`src/logic/iep_pkg.sv`:
```
// Register map, field positions and source numbering of the interrupt
// enable and priority block. Assumes a 32-bit APB slave, one word per register.
package iep_pkg;
    // Register indices; the byte address is four times the index
    localparam logic [9:0] IDX_TCTRL = 10'h088;
    localparam logic [9:0] IDX_PRIO0 = 10'h08a;
    localparam logic [9:0] IDX_PRIO1 = 10'h08b;
    localparam logic [9:0] IDX_PRIO2 = 10'h08c;
    localparam logic [9:0] IDX_PRIO3 = 10'h08d;
    localparam logic [9:0] IDX_IEMAIN = 10'h0a8;
    localparam logic [9:0] IDX_P1EN = 10'h0d1;
    localparam logic [9:0] IDX_P1FLG = 10'h0d2;
    localparam logic [9:0] IDX_MXEN = 10'h0d3;
    localparam logic [9:0] IDX_MXFLG = 10'h0d4;

    // Reset value shared by every register
    localparam logic [7:0] RST_BYTE = 8'h00;
    localparam logic [31:0] RST_PRIO = 32'h0000_0000;

    // Main enable register fields
    localparam int IE_GLOBAL = 7;
    localparam int IE_CAL = 6;
    localparam int IE_MCLK = 5;
    localparam int IE_SER1 = 4;
    localparam int IE_SPI = 3;
    localparam int IE_EXTB = 2;
    localparam int IE_EXTA = 0;
    localparam logic [7:0] IE_WMASK = 8'hfd;

    // Timer control register fields
    localparam int TC_MCLK_FLAG = 6;
    localparam int TC_EXTB_SEL = 3;
    localparam int TC_EXTA_FLAG = 2;
    localparam int TC_EXTA_SEL = 0;

    // Edge select codes; bit 1 set means both edges
    localparam logic [1:0] EDGE_RISE = 2'h0;
    localparam logic [1:0] EDGE_FALL = 2'h1;

    // Sources, in fixed tie order
    localparam int NUM_SRC = 16;
    localparam int NUM_LVL = 4;
    localparam int SRC_LV_MCLK = 0;
    localparam int SRC_EXTA = 1;
    localparam int SRC_EXTB = 2;
    localparam int SRC_CAL_CAN = 8;
    localparam int SRC_I2C_SER1 = 13;
    localparam int SRC_SPI_SER2 = 14;
    localparam logic [15:0] SRC_OUTSIDE_MASK = 16'hfff9;

    // Vector of source n is VEC_BASE + n * 8
    localparam logic [15:0] VEC_BASE = 16'h0003;
    localparam logic [15:0] VEC_LAST = 16'h007b;
    localparam int VEC_SHIFT = 3;

    // Edge detector warm-up after reset
    localparam int WARM_CYCLES = 3;
endpackage : iep_pkg

```
`src/logic/iep_edge_det.sv`:
```
// One pin edge detector: two-stage synchroniser and selectable edge.
// Assumes pin is asynchronous to pclk.
`timescale 1ns/1ps
module iep_edge_det (
    // Clock and reset
    input wire logic pclk,
    input wire logic presetn,
    // Pin and selection
    input wire logic pin,
    input wire logic [1:0] edge_sel,
    // One-cycle pulse on a selected edge
    output logic edge_pulse
);
    typedef struct packed {
        logic s1;
        logic s2;
        logic prev;
        logic [iep_pkg::WARM_CYCLES-1:0] warm;
    } iep_edge_s;

    iep_edge_s st_q;
    iep_edge_s st_d;

    always_comb
    begin
        st_d = st_q;
        st_d.s1 = pin;
        st_d.s2 = st_q.s1;
        st_d.prev = st_q.s2;
        st_d.warm = {st_q.warm[iep_pkg::WARM_CYCLES-2:0], 1'b1};
    end

    always_ff @(posedge pclk or negedge presetn)
    begin
        if (!presetn)
        begin
            st_q <= '0;
        end
        else
        begin
            st_q <= st_d;
        end
    end

    always_comb
    begin
        if (!st_q.warm[iep_pkg::WARM_CYCLES-1])
            edge_pulse = 1'b0;
        else if (edge_sel[1])
            edge_pulse = st_q.s2 ^ st_q.prev;
        else if (edge_sel == iep_pkg::EDGE_FALL)
            edge_pulse = st_q.prev & ~st_q.s2;
        else
            edge_pulse = st_q.s2 & ~st_q.prev;
    end
endmodule : iep_edge_det

```
`src/logic/iep_top.sv`:
```
// Interrupt enable, priority and external line register set with a
// prioritising request path to the core. Assumes APB master on pclk,
// peripheral flags on pclk, and asynchronous external pins.
//
// The APB slave port is this design's own decision.
`timescale 1ns/1ps
module iep_top (
    // Clock and reset
    input wire logic pclk,
    input wire logic presetn,
    // APB slave
    input wire logic psel,
    input wire logic penable,
    input wire logic pwrite,
    input wire logic [11:0] paddr,
    input wire logic [31:0] pwdata,
    output logic [31:0] prdata,
    output logic pready,
    output logic pslverr,
    // Peripheral flags; periph_req already gated by its own unit enables, the others gated here by main enable bits
    input wire logic [15:0] periph_req,
    input wire logic clock_calendar_flag,
    input wire logic serial1_flag,
    input wire logic spi_flag,
    input wire logic missing_clock_event,
    // External pins
    input wire logic external_line_a,
    input wire logic [15:0] external_line_b,
    // Core side
    output logic irq_req,
    output logic [15:0] irq_vector,
    output logic [1:0] irq_level,
    input wire logic irq_ack,
    input wire logic irq_done
);
    typedef struct packed {
        logic [7:0] ie;
        logic [31:0] prio;
        logic mclk_flag;
        logic exta_flag;
        logic [1:0] extb_sel;
        logic [1:0] exta_sel;
        logic [15:0] pin_en;
        logic [15:0] pin_flag;
        logic [3:0] active;
        logic [31:0] rdata;
        logic req;
        logic [15:0] vec;
        logic [1:0] lvl;
    } iep_state_s;

    iep_state_s st_q;
    iep_state_s st_d;

    logic [9:0] idx;
    logic wr;
    logic hit;
    logic [7:0] rd_byte;
    logic exta_pulse;
    logic [15:0] extb_pulse;
    logic [15:0] src;
    logic best_valid;
    logic [1:0] best_lvl;
    logic [3:0] best_idx;
    logic cur_any;
    logic [1:0] cur_top;
    logic preempt_ok;
    logic mclk_clr;
    logic exta_clr;
    logic [15:0] pin_clr;

    assign idx = paddr[11:2];
    assign wr = psel & penable & pwrite;
    assign pready = 1'b1;
    assign pslverr = psel & penable & ~hit;
    assign prdata = st_q.rdata;
    assign irq_req = st_q.req;
    assign irq_vector = st_q.vec;
    assign irq_level = st_q.lvl;

    // Line a detector
    iep_edge_det u_edge_a (
        .pclk(pclk),
        .presetn(presetn),
        .pin(external_line_a),
        .edge_sel(st_q.exta_sel),
        .edge_pulse(exta_pulse)
    );

    // Line b: bits 7:0 port 1 pins 0..7; bits 15:8 are pins
    // P0.7, P4.1, P4.2, P3.6, P4.4, P4.5, P4.6, P0.4
    for (genvar g = 0; g < iep_pkg::NUM_SRC; g++)
    begin : g_pin
        iep_edge_det u_edge_b (
            .pclk(pclk),
            .presetn(presetn),
            .pin(external_line_b[g]),
            .edge_sel(st_q.extb_sel),
            .edge_pulse(extb_pulse[g])
        );
    end

    // Register read mux and address decode
    always_comb
    begin
        hit = 1'b1;
        case (idx)
            iep_pkg::IDX_TCTRL:
                rd_byte = {1'b0, st_q.mclk_flag, 1'b0, st_q.extb_sel,
                           st_q.exta_flag, st_q.exta_sel};
            iep_pkg::IDX_PRIO0: rd_byte = st_q.prio[7:0];
            iep_pkg::IDX_PRIO1: rd_byte = st_q.prio[15:8];
            iep_pkg::IDX_PRIO2: rd_byte = st_q.prio[23:16];
            iep_pkg::IDX_PRIO3: rd_byte = st_q.prio[31:24];
            iep_pkg::IDX_IEMAIN: rd_byte = st_q.ie & iep_pkg::IE_WMASK;
            iep_pkg::IDX_P1EN: rd_byte = st_q.pin_en[7:0];
            iep_pkg::IDX_P1FLG: rd_byte = st_q.pin_flag[7:0];
            iep_pkg::IDX_MXEN: rd_byte = st_q.pin_en[15:8];
            iep_pkg::IDX_MXFLG: rd_byte = st_q.pin_flag[15:8];
            default:
            begin
                rd_byte = 8'h00;
                hit = 1'b0;
            end
        endcase
    end

    // Software clears of hardware-set flags
    always_comb
    begin
        mclk_clr = 1'b0;
        exta_clr = 1'b0;
        pin_clr = 16'h0000;
        if (wr && idx == iep_pkg::IDX_TCTRL)
        begin
            mclk_clr = ~pwdata[iep_pkg::TC_MCLK_FLAG];
            exta_clr = ~pwdata[iep_pkg::TC_EXTA_FLAG];
        end
        if (wr && idx == iep_pkg::IDX_P1FLG)
            pin_clr[7:0] = ~pwdata[7:0];
        if (wr && idx == iep_pkg::IDX_MXFLG)
            pin_clr[15:8] = ~pwdata[7:0];
    end

    // Source requests
    always_comb
    begin
        src = periph_req & iep_pkg::SRC_OUTSIDE_MASK;
        src[iep_pkg::SRC_LV_MCLK] = src[iep_pkg::SRC_LV_MCLK]
            | (st_q.mclk_flag & st_q.ie[iep_pkg::IE_MCLK]);
        src[iep_pkg::SRC_EXTA] = st_q.exta_flag & st_q.ie[iep_pkg::IE_EXTA];
        src[iep_pkg::SRC_EXTB] = st_q.ie[iep_pkg::IE_EXTB]
            & (|(st_q.pin_flag & st_q.pin_en));
        src[iep_pkg::SRC_CAL_CAN] = src[iep_pkg::SRC_CAL_CAN]
            | (clock_calendar_flag & st_q.ie[iep_pkg::IE_CAL]);
        src[iep_pkg::SRC_I2C_SER1] = src[iep_pkg::SRC_I2C_SER1]
            | (serial1_flag & st_q.ie[iep_pkg::IE_SER1]);
        src[iep_pkg::SRC_SPI_SER2] = src[iep_pkg::SRC_SPI_SER2]
            | (spi_flag & st_q.ie[iep_pkg::IE_SPI]);
    end

    // Arbitration over level, then fixed order
    always_comb
    begin
        best_valid = 1'b0;
        best_lvl = 2'h0;
        best_idx = 4'h0;
        // Downward scan, lower index wins ties
        for (int i = iep_pkg::NUM_SRC - 1; i >= 0; i--)
        begin
            // Source n uses field bits 2n+1:2n
            if (src[i] && (!best_valid || st_q.prio[2*i +: 2] >= best_lvl))
            begin
                best_valid = 1'b1;
                best_lvl = st_q.prio[2*i +: 2];
                best_idx = 4'(i);
            end
        end
    end

    // Highest level now in service
    always_comb
    begin
        cur_any = |st_q.active;
        cur_top = 2'h0;
        for (int l = 0; l < iep_pkg::NUM_LVL; l++)
        begin
            if (st_q.active[l])
                cur_top = 2'(l);
        end
        preempt_ok = !cur_any || (best_lvl > cur_top);
    end

    // Next state
    always_comb
    begin
        st_d = st_q;
        st_d.rdata = st_q.rdata;
        if (psel && !penable)
            st_d.rdata = {24'h000000, rd_byte};
        if (wr)
        begin
            case (idx)
                iep_pkg::IDX_TCTRL:
                begin
                    st_d.extb_sel = pwdata[iep_pkg::TC_EXTB_SEL +: 2];
                    st_d.exta_sel = pwdata[iep_pkg::TC_EXTA_SEL +: 2];
                end
                iep_pkg::IDX_PRIO0: st_d.prio[7:0] = pwdata[7:0];
                iep_pkg::IDX_PRIO1: st_d.prio[15:8] = pwdata[7:0];
                iep_pkg::IDX_PRIO2: st_d.prio[23:16] = pwdata[7:0];
                iep_pkg::IDX_PRIO3: st_d.prio[31:24] = pwdata[7:0];
                iep_pkg::IDX_IEMAIN: st_d.ie = pwdata[7:0] & iep_pkg::IE_WMASK;
                iep_pkg::IDX_P1EN: st_d.pin_en[7:0] = pwdata[7:0];
                iep_pkg::IDX_MXEN: st_d.pin_en[15:8] = pwdata[7:0];
                default:
                begin
                end
            endcase
        end
        // Set wins over a same-cycle clear
        st_d.mclk_flag = missing_clock_event | (st_q.mclk_flag & ~mclk_clr);
        st_d.exta_flag = exta_pulse | (st_q.exta_flag & ~exta_clr);
        st_d.pin_flag = extb_pulse | (st_q.pin_flag & ~pin_clr);
        // Service bookkeeping: end of routine, then new entry
        if (irq_done && cur_any)
            st_d.active[cur_top] = 1'b0;
        if (irq_ack && st_q.req)
            st_d.active[st_q.lvl] = 1'b1;
        st_d.req = st_q.ie[iep_pkg::IE_GLOBAL] & best_valid & preempt_ok;
        st_d.vec = iep_pkg::VEC_BASE
            + {9'h000, best_idx, 3'h0};
        st_d.lvl = best_lvl;
    end

    always_ff @(posedge pclk or negedge presetn)
    begin
        if (!presetn)
        begin
            st_q <= '0;
            st_q.ie <= iep_pkg::RST_BYTE;
            st_q.prio <= iep_pkg::RST_PRIO;
        end
        else
        begin
            st_q <= st_d;
        end
    end

    a_global_gate:
    assert property (@(posedge pclk) disable iff (!presetn)
        st_q.req |-> $past(st_q.ie[iep_pkg::IE_GLOBAL]))
    else $error("request raised while global enable was off");

    a_req_cause:
    assert property (@(posedge pclk) disable iff (!presetn)
        !st_q.ie[iep_pkg::IE_GLOBAL] || src == 16'h0000 |=> !st_q.req)
    else $error("request without an enabled pending source");

    a_mclk_set:
    assert property (@(posedge pclk) disable iff (!presetn)
        missing_clock_event |=> st_q.mclk_flag)
    else $error("missing clock event did not set its flag");

    a_flag_clear:
    assert property (@(posedge pclk) disable iff (!presetn)
        wr && idx == iep_pkg::IDX_TCTRL && !pwdata[iep_pkg::TC_EXTA_FLAG]
        && !exta_pulse |=> !st_q.exta_flag)
    else $error("write of zero did not clear line a flag");

    a_exta_set:
    assert property (@(posedge pclk) disable iff (!presetn)
        exta_pulse |=> st_q.exta_flag ##1 1'b1)
    else $error("selected line a edge did not set its flag");

    a_pending_kept:
    assert property (@(posedge pclk) disable iff (!presetn)
        st_q.exta_flag && !exta_clr |=> st_q.exta_flag)
    else $error("pending line a flag lost without a clear");

    a_same_level:
    assert property (@(posedge pclk) disable iff (!presetn)
        st_q.req && $past(cur_any) |-> st_q.lvl > $past(cur_top))
    else $error("request did not outrank the routine in service");

    a_vector_grid:
    assert property (@(posedge pclk) disable iff (!presetn)
        st_q.req |-> st_q.vec[2:0] == iep_pkg::VEC_BASE[2:0]
        && st_q.vec <= iep_pkg::VEC_LAST)
    else $error("vector off the eight-byte grid");

    a_pin_once:
    assert property (@(posedge pclk) disable iff (!presetn)
        extb_pulse[0] |=> !extb_pulse[0])
    else $error("one pin edge produced two pulses");

    a_pin_or:
    assert property (@(posedge pclk) disable iff (!presetn)
        st_q.ie[iep_pkg::IE_EXTB] && (|(st_q.pin_flag & st_q.pin_en))
        |-> src[iep_pkg::SRC_EXTB] ##1 st_q.req || $past(!preempt_ok)
        || !$past(st_q.ie[iep_pkg::IE_GLOBAL]) || $past(best_idx) < 4'h3)
    else $error("enabled pin flag did not reach line b request");
endmodule : iep_top
```
`config.mk`:
```
export PLATFORM = sky130hd
export DESIGN_NAME = iep_top
export DESIGN_NICKNAME = d
export VERILOG_FILES = /design/src/logic/iep_pkg.sv /design/src/logic/iep_edge_det.sv /design/src/logic/iep_top.sv
export SDC_FILE = /design/constraint.sdc
export NUM_CORES = 1
export LEC_CHECK = 0
export BUFFER_PORTS_ARGS = -buffer_cell sky130_fd_sc_hd__buf_4
export CAP_MARGIN = 15
export CORE_ASPECT_RATIO = 1.1
export CORE_MARGIN = 4
export CORE_UTILIZATION = 35
export CTS_CLUSTER_SIZE = 28
export DETAILED_ROUTE_END_ITERATION = 8
export PLACE_DENSITY = 0.63
export SLEW_MARGIN = 25
export SYNTH_ARGS = -nofsm -noshare
export SYNTH_HDL_FRONTEND = slang
export SYNTH_HIERARCHICAL = 1
export SYNTH_SLANG_ARGS = --single-unit
```
`constraint.sdc`:
```
create_clock -name pclk -period 26.6 [get_ports pclk]
set_input_delay 1.33 -clock pclk [delete_from_list [all_inputs] [get_ports pclk]]
set_output_delay 1.33 -clock pclk [all_outputs]
set_load 0.03 [all_outputs]
```
=== Yosys cells after proc, flatten, opt, wreduce, memory -nomap -nowiden ===
Cells that the tools add are included.
W data, S select, Z words.

* Add/subtract/negate cells: 1
* $lt $le $gt $ge: 20
* Equal/unequal tests: 12
* Muxes and demuxes: 114
* Bitwise gates (word level): 117
* Reduce and logical (&&, ||, !) cells: 67

{| class="wikitable"
|+ Operators by type and width
! cell !! count
|-
| $eq A10 B8 Y1 const B || 10
|-
| $pmux W8 S10 || 1
|-
| $mux W1 || 73
|-
| $mux W4 || 18
|-
| $and A1 B1 Y1 || 47
|-
| $not A1 Y1 || 39
|-
| $mux W2 || 18
|-
| $and A16 B16 Y16 || 2
|-
| $ge A2 B2 Y1 || 15
|-
| $logic_and A1 B1 Y1 || 23
|-
| $logic_not A1 Y1 || 17
|-
| $xor A1 B1 Y1 || 17
|-
| $logic_or A1 B1 Y1 || 16
|-
| $mux W8 || 2
|-
| $not A16 Y16 || 1
|-
| $or A16 B16 Y16 || 1
|-
| $reduce_and A2 Y1 || 8
|-
| $reduce_or A16 Y1 || 1
|-
| $reduce_or A10 Y1 || 1
|-
| $add A2 B7 Y8 const A || 1
|-
| $not A8 Y8 || 1
|-
| $lt A2 B3 Y1 const B || 2
|-
| $or A1 B1 Y1 || 6
|-
| $and A4 B4 Y4 || 1
|-
| other kinds (7) || 10
|}

* Register bits: 202
* Input port bits: 88
* Output and inout bits: 53
* Word-level logic and storage cells: 416

=== Depth between registers and ports, before layout ===
Gate-level depths: netlist (run 1).

* Depth after elaboration: 64
* Mapped depth: 101
* Mapped depth without buffers: 100

=== By module ===
Netlist (run 1), hierarchy kept.

{| class="wikitable"
|+ By module, submodules not included
! module !! times used !! cells each !! area each (µm²) !! sequential area each (µm²)
|-
| iep_top || 1 || 673 || 6577.6 || 2427.3
|-
| iep_edge_det || 17 || 14 || 211.5 || 150.1
|}

=== Worst setup path after synthesis (run 1) ===
OpenSTA, ideal clock, no wires.

* Path kind: input to register
* Start: in periph_req[15]
* End: reg st_q, in the netlist irq_req
* Library setup time: 0.131 ns
* Arrival: 19.531 ns
* Required time: 26.469 ns
* Slack: 6.939 ns
* Stages on the path: 98
* Path buffers: 1
* Cells stage by stage: and2_1 -> ha_1 -> nand2b_1 -> a21oi_1 -> or3b_2 -> and2_1 -> ha_1 -> a211oi_2 -> or2_0 -> buf_6 -> a31oi_1 -> ha_1 -> nand2b_1 -> a221oi_2 -> nor2_2 -> a311oi_1 -> a21oi_1 -> ha_1 -> [62 not listed] -> maj3_1 -> nor2_1 -> nor2_1 -> o21ai_0 -> nor2_1 -> mux2_2 -> ha_1 -> nand2b_1 -> a21oi_1 -> a21o_1 -> o21ai_0 -> o221ai_1 -> ha_1 -> inv_1 -> a21oi_1 -> a21oi_1 -> o21ai_0 -> a21oi_1

{| class="wikitable"
|+ RTL lines
! element !! line !! source
|-
| from (decl) || iep_top.sv:21 || <nowiki>input wire logic [15:0] periph_req,</nowiki>
|-
| to (signal assigned) || iep_top.sv:246 || <nowiki>st_q <= st_d;</nowiki>
|-
| to (decl) || iep_top.sv:52 || <nowiki>iep_state_s st_q;</nowiki>
|}

==> results of run 1 <==
==> worst min path at each step <==
stage | to | cells after the start
floorplan | g_pin[0].u_edge_b/st_d[2]$_DFF_PN0_ | 0
global placement | g_pin[2].u_edge_b/st_q[2]$_DFF_PN0_ | 0
detailed placement | g_pin[0].u_edge_b/st_d[2]$_DFF_PN0_ | 0
CTS | g_pin[11].u_edge_b/st_q[2]$_DFF_PN0_ | 0
global route | g_pin[3].u_edge_b/st_d[3]$_DFF_PN0_ | 0
finish | g_pin[15].u_edge_b/st_q[2]$_DFF_PN0_ | 0
==> where the power goes <==
group          leakage [nW]  switching [W]  internal (W)
Sequential             2.41     0.00000504      0.000313
Clock                 0.311       0.000131      0.000140
Combinational          2.86      0.0000518     0.0000323
Total                  5.58       0.000188      0.000485
==> flip-flops by register name, indices dropped and copies added (netlist names) <==
name	cells
g_pin.u_edge_b/st_d	64
g_pin.u_edge_b/st_q	32
irq_level	2
irq_req	1
irq_vector	5
prdata	8
st_q	81
u_edge_a/st_d	4
u_edge_a/st_q	2
==> per-layer routing <==
metal  part of all wire [%]  vias to the layer above  track usage, %
met5                      0                        -               0
met3                    4.7                       25           2.309
li1                       -                     3269               -
met1                     43                     3446           19.19
met4                    1.9                        0           4.332
met2                     51                      167           25.00
==> Yosys cell counts (18+ instances only) <==
library cell and count:
nand2_1 77, nand2b_1 36, a21oi_1 22, o21ai_0 54, ha_1 57, nor2_1 22, inv_1 61, o211a_1 18
dfrtp_1 199, mux2_2 71, conb_1 19, buf_4 55
==> worst register-to-register path: cells and delay by family, from the launching register on <==
| kind | cells | cell delay (ns) |
|---|---|---|
| AO/OA/AOI/OAI | 42 | 9.26 |
| adder cells (fa/ha/maj) | 17 | 4.48 |
| buffers and inverters | 3 | 0.21 |
| flip-flops | 1 | 0.40 |
| multiplexers | 4 | 1.49 |
| AND/OR/NAND/NOR | 31 | 5.12 |
==> final cells by class <==
| cell class | instances | area share (%) |
|---|---|---|
| sequential | 199 | 43.13 |
| multi-input combinational | 616 | 39.99 |
| timing repair buffer | 81 | 5.320 |
| tap | 368 | 3.987 |
| clock buffer | 17 | 3.684 |
| inverter | 61 | 1.983 |
| clock inverter | 15 | 1.907 |
==> kinds of logic (layout without fill, tap and decap cells) <==
group,count (synthesis),count (layout)
compound gates,202,202
fa+ha+maj,59,59
buf+inv,130,174
flops,199,199
mux,96,96
other cells,19,53
simple gates,206,206
==> metrics by stage <==
stage / worst slack, ns / utilization (%)
4_1_cts: 5.016 / 40.22
2_1_floorplan: 6.939 / -
5_1_grt: 3.365 / 40.22
3_3_place_gp: 4.784 / 37.97
3_5_place_dp: 4.640 / 37.97
6_report: 4.973 / 40.22
==> impl_metrics.toml, run 1 <==
[worst_setup_path]
required_ns = 26.92
r2r_start = "st_q[123]$_DFFE_PN0P_"
critPathTopFamily = "compound AO/OA/AOI/OAI gates"
cp-end-kind = "flop"
rrSetupSlack_ns = 5.59
crit_end = "irq_req$_DFF_PN0_"
crit_cells = 98
worstReg2RegEnd = "irq_req$_DFF_PN0_"
cp-start-kind = "primary input"
slowest_delay_ns = 0.53
critPathMaxFanout = 7
crit_path_frequent_cell = "ha_1"
cp.buffers_inverters = 4
cp_slowest_cell = "or3b_2"
critPathArrivalTime_ns = 21.95
worstRegToRegCells = 97
startpoint = "periph_req[15]"
path_class = "in2reg"

[cells_and_area]
seq_area_mm2 = 0.004980
final_common_cell = "dfrtp_1"
fin_area_mm2 = 0.01155
drive_above_1_share_pct = 21.54
antennaDiodeCount = 0
nNetsFinal = 1121
layout_common_cells = "dfrtp_1 (199), buf_4 (80), nand2_1 (77)"
fillers = 2775
stdcell_count = 1357
multi_input_area_mm2 = 0.004618
area_growth_pct = 13.52

[synthesis]
synth_top_family_by_area = "compound AO/OA/AOI/OAI gates"
synthTopCellsByArea = "dfrtp_1 (49%), mux2_2 (7.9%), ha_1 (7.0%)"
synth_top_area_share_pct = 48.95
yosysWarningCount = 6
syn_area_mm2 = 0.01017
async_flop_share_pct = 100.0
avgSynthCellArea_um2 = 11.17
synth-adder-area-share_pct = 7.220
ys_seq_elements = 199
syn_inst = 911
muxShareOfSynthArea_pct = 10.65
synthFlopType = "dfrtp_1"
yosysTopAreaCell = "dfrtp_1"
synth-seq-area-share_pct = 48.95
synth_edf_count = 0
synth_simple_gate_area_share_pct = 10.31
synth_cell_types = 82
synth_compound_area_share_pct = 15.26
synthXorXnorAreaFrac_pct = 0

[placement]
portBuffers = 77
place.gp.congestion = 0.8394
hpwl_um = 16920
dp_cells = 1325
placed_area_mm2 = 0.01090

[clock_tree]
tritoncts = "built"
clockRootBuffer = "clkbuf_16"
cts-hold-fix-buffers = 0
ctsResizeCount = 0
clk_path_buf_depth = 2
htree_num_levels = 4
clkTransAtPathRegs_ns = 0.09
cts.sinks = 199
insertion_delay_ns = 0.44
post_cts_buffers = 0
numCtsBuffers = 17

[worst_hold_path]
min_from = "g_pin[15].u_edge_b/st_d[2]$_DFF_PN0_"
hp-class = "reg2reg"

[timing]
rsz0062_at_grt = "no"
fmax_mhz = 46.24
max_slew.worst_pin.slew_ns = 0.9782
finalCritPeriodShare_pct = 81.30
fin_crit_ns = 21.63
finalSetupTns_ns = 0
fin_worst_skew_ns = 0.02345
setup_viol = 0
slew-limit-headroom_pct = 34.79
whs_ns = 0.3486
slew_viol_final = 0
hold_violations = 0

[run_status]
outcome = "finished clean"

[routing]
antenna_left = 0
viasPerCell = 5.090
drt-pass1-iter-count = 5
avgRoutedWirePerCell_um = 16.94
wl_um = 22980
initialDrtViolationCount = 443
vias = 6907
drc = 0

[floorplanning]
core_mm2 = 0.02871
die_w_um = 170.5
io_pins = 141
dieArea_mm2 = 0.03186
start_util_pct = 35.43
rows = 65
die_y_um = 186.8

[global_routing]
track_usage_pct = 14.66
grt_pass1_vias = 6964
grt_max_degree = 74
grt_overflow = 0
antenna_found_initial = 0
grt_pass1_wl_um = 37100

[power_and_ir_drop]
power_density_mw_per_mm2 = 58.28
p_total_w = 0.0006730
irDropWorstVdd_mv = 0.03139
cellLeakagePower_nw = 5.577

[flow_run]
cap_violations = 0
Note: power is estimated with default switching activity, not from simulation.
==> inputs of run 2 (changes only) <==
--- a/config.mk
+++ b/config.mk
@@ -5,6 +5,7 @@
 export SDC_FILE = /design/constraint.sdc
 export NUM_CORES = 1
 export LEC_CHECK = 0
+export ABC_AREA = 1
 export BUFFER_PORTS_ARGS = -buffer_cell sky130_fd_sc_hd__buf_4
 export CAP_MARGIN = 15
 export CORE_ASPECT_RATIO = 1.1
@@ -12,7 +13,7 @@
 export CORE_UTILIZATION = 35
 export CTS_CLUSTER_SIZE = 28
 export DETAILED_ROUTE_END_ITERATION = 8
-export PLACE_DENSITY = 0.63
+export PLACE_DENSITY = 0.65
 export SLEW_MARGIN = 25
 export SYNTH_ARGS = -nofsm -noshare
 export SYNTH_HDL_FRONTEND = slang
==> constraint.sdc (replaced) <==
create_clock -name pclk -period 17.6 [get_ports pclk]
set_input_delay 0.88 -clock pclk [delete_from_list [all_inputs] [get_ports pclk]]
set_output_delay 0.88 -clock pclk [all_outputs]
set_load 0.03 [all_outputs]
==> run 2 against run 1 <==
  * Final area down 0.39%
  * Cell count up 19%
  * Wire length down 3.2%
  * Clock-buffer cell count up 1
  * Non-clock buffer count up 1
  * Die area down 1.1%
  * Hold slack better by 0.0019 ns
  * Combinational power down 13%
  * Clock power up 53%
  * First-iteration DRC count up 39%
  * Power up 43%
==> impl_metrics.toml, run 2 <==
[placement]
hpwl_um = 16670
place.gp.congestion = 0.8652
portBuffers = 77
dp_cells = 1579
placed_area_mm2 = 0.01085
place_ws_ns = 2.306

[synthesis]
synth_top_area_share_pct = 49.50
yosysWarningCount = 6
yosysMostFrequentCell = "nand2_1"
synth-seq-area-share_pct = 49.50
syn_inst = 1159
synthTopCellsByCount = "nand2_1 (225), dfrtp_1 (199), inv_1 (194)"
synth_edf_count = 0
syn_area_mm2 = 0.01006
yosysTopAreaCell = "dfrtp_1"
synth_cell_types = 41
synthTopCellsByArea = "dfrtp_1 (50%), nand2_1 (8.4%), inv_1 (7.2%)"
synthFlopType = "dfrtp_1"
async_flop_share_pct = 100.0
ys_seq_elements = 199
avgSynthCellArea_um2 = 8.680

[worst_setup_path]
startpoint = "periph_req[15]"
cp_slowest_cell = "ha_1"
required_ns = 17.91
r2r_start = "st_q[123]$_DFFE_PN0P_"
crit_path_frequent_cell = "o21ai_0"
slowest_delay_ns = 0.30
cp-end-kind = "flop"
cp-start-kind = "primary input"
critPathArrivalTime_ns = 15.24
path_class = "in2reg"
critPathMaxFanout = 6

[cells_and_area]
antennaDiodeCount = 0
largest_register_ffs = 81
fin_area_mm2 = 0.01150
stdcell_count = 1611
nNetsFinal = 1380
layout_common_cells = "nand2_1 (225), dfrtp_1 (197), inv_1 (194)"
area_growth_pct = 14.34
largest-register = "st_q"
final_common_cell = "nand2_1"
drive_above_1_share_pct = 14.02
final_util_pct = 40.92

[timing]
fmax_mhz = 67.01
slew_viol_final = 0
finalCritPeriodShare_pct = 84.79
slew-limit-headroom_pct = 34.74
setup_viol = 0
finalSetupTns_ns = 0
max_slew.worst_pin.slew_ns = 0.9700
fin_worst_skew_ns = 0.01628
fin_crit_ns = 14.92
rsz0062_at_grt = "no"
timing.final.ws_setup_ns = 2.676
hold_violations = 0

[clock_tree]
clk_path_buf_depth = 2
clkTransAtPathRegs_ns = 0.08
tritoncts = "built"
post_cts_buffers = 0
numCtsBuffers = 17
cts.sinks = 199
cts-hold-fix-buffers = 0
clockRootBuffer = "clkbuf_16"
htree_num_levels = 4
ctsResizeCount = 0
insertion_delay_ns = 0.44

[routing]
viasPerCell = 4.589
antenna_left = 0
avgRoutedWirePerCell_um = 13.82
drt-pass1-iter-count = 5
drc = 0
initialDrtViolationCount = 616
wl_um = 22260
vias = 7393

[power_and_ir_drop]
irDropWorstVdd_mv = 0.06655
power_density_mw_per_mm2 = 83.69
cellLeakagePower_nw = 5.797

[global_routing]
grt_overflow = 0
grt_pass1_vias = 7056
track_usage_pct = 14.51
antenna_found_initial = 0
grt_max_degree = 80
grt_pass1_wl_um = 36100

[floorplanning]
io_pins = 141
die_w_um = 169.6
rows = 64
core_mm2 = 0.02811
die_y_um = 185.8
start_util_pct = 35.79
dieArea_mm2 = 0.03152

[worst_hold_path]
hp-class = "reg2reg"
min_from = "g_pin[12].u_edge_b/st_d[2]$_DFF_PN0_"

[run_status]
outcome = "finished clean"

[flow_run]
cap_violations = 0
run 2: cell families after synthesis:
kind of cell / Yosys count / synth area share [%]
other: 19 / 0.7090
multiplexers: 5 / 0.5597
AND/OR/NAND/NOR: 448 / 20.30
flip-flops: 199 / 49.50
adder cells (fa/ha/maj): 57 / 7.090
AO/OA/AOI/OAI: 175 / 10.39
buffers and inverters: 256 / 11.46
run 2: worst paths after layout:
| kind | depth (start not counted) | slack, ns | to |
|---|---|---|---|
| worst max register to register | 113 | 2.81 | irq_req$_DFF_PN0_ |
| worst max-delay path | 114 | 2.68 | irq_req$_DFF_PN0_ |
| min in group asynchronous | 1 | 0.38 | irq_vector[6]$_DFF_PN0_ |
| worst min register to register | 0 | 0.35 | g_pin[12].u_edge_b/st_q[2]$_DFF_PN0_ |
| worst min-delay path | 0 | 0.35 | g_pin[12].u_edge_b/st_q[2]$_DFF_PN0_ |
| max in group asynchronous | 2 | 15.94 | st_q[99]$_DFFE_PN0P_ |
run 2: final cells by class:
type / instances / area [µm²]
tap: 363 / 454.2
sequential: 199 / 4982
fill: 2754 / 16600
clock inverter: 14 / 206.4
inverter: 197 / 739.5
multi-input combinational: 738 / 4055
timing repair buffer: 82 / 625.6
clock buffer: 18 / 439.2
run 2: worst max-delay path, delay by kind of cell:
| kind | cells | cell delay, ns |
|---|---|---|
| simple gates | 58 | 4.91 |
| compound gates | 27 | 3.96 |
| buf+inv | 13 | 0.95 |
| fa+ha+maj | 16 | 4.47 |
run 2: metrics by stage:
stage          hold WS [ns]  total power (W)
2_1_floorplan        0.3312        0.0005320
3_3_place_gp         0.3310        0.0005569
3_5_place_dp         0.3347        0.0005592
4_1_cts              0.3507        0.0009743
5_1_grt              0.3590         0.001007
6_report             0.3506        0.0009627
run 2: metal layers:
layer / vias up / share of wire, % / GRT usage, %
met1: 3460 / 42 / 18.41
li1: 3725 / - / -
met3: 25 / 5.8 / 2.931
met4: 0 / 1.5 / 4.090
met2: 183 / 51 / 25.23
met5: - / 0 / 0
run 2: where the power goes:
| group | internal [W] | switching (W) | total, W |
|---|---|---|---|
| logic | 0.0000230 | 0.0000504 | 0.0000735 |
| registers | 0.000470 | 0.00000562 | 0.000476 |
| clock network | 0.000224 | 0.000190 | 0.000414 |
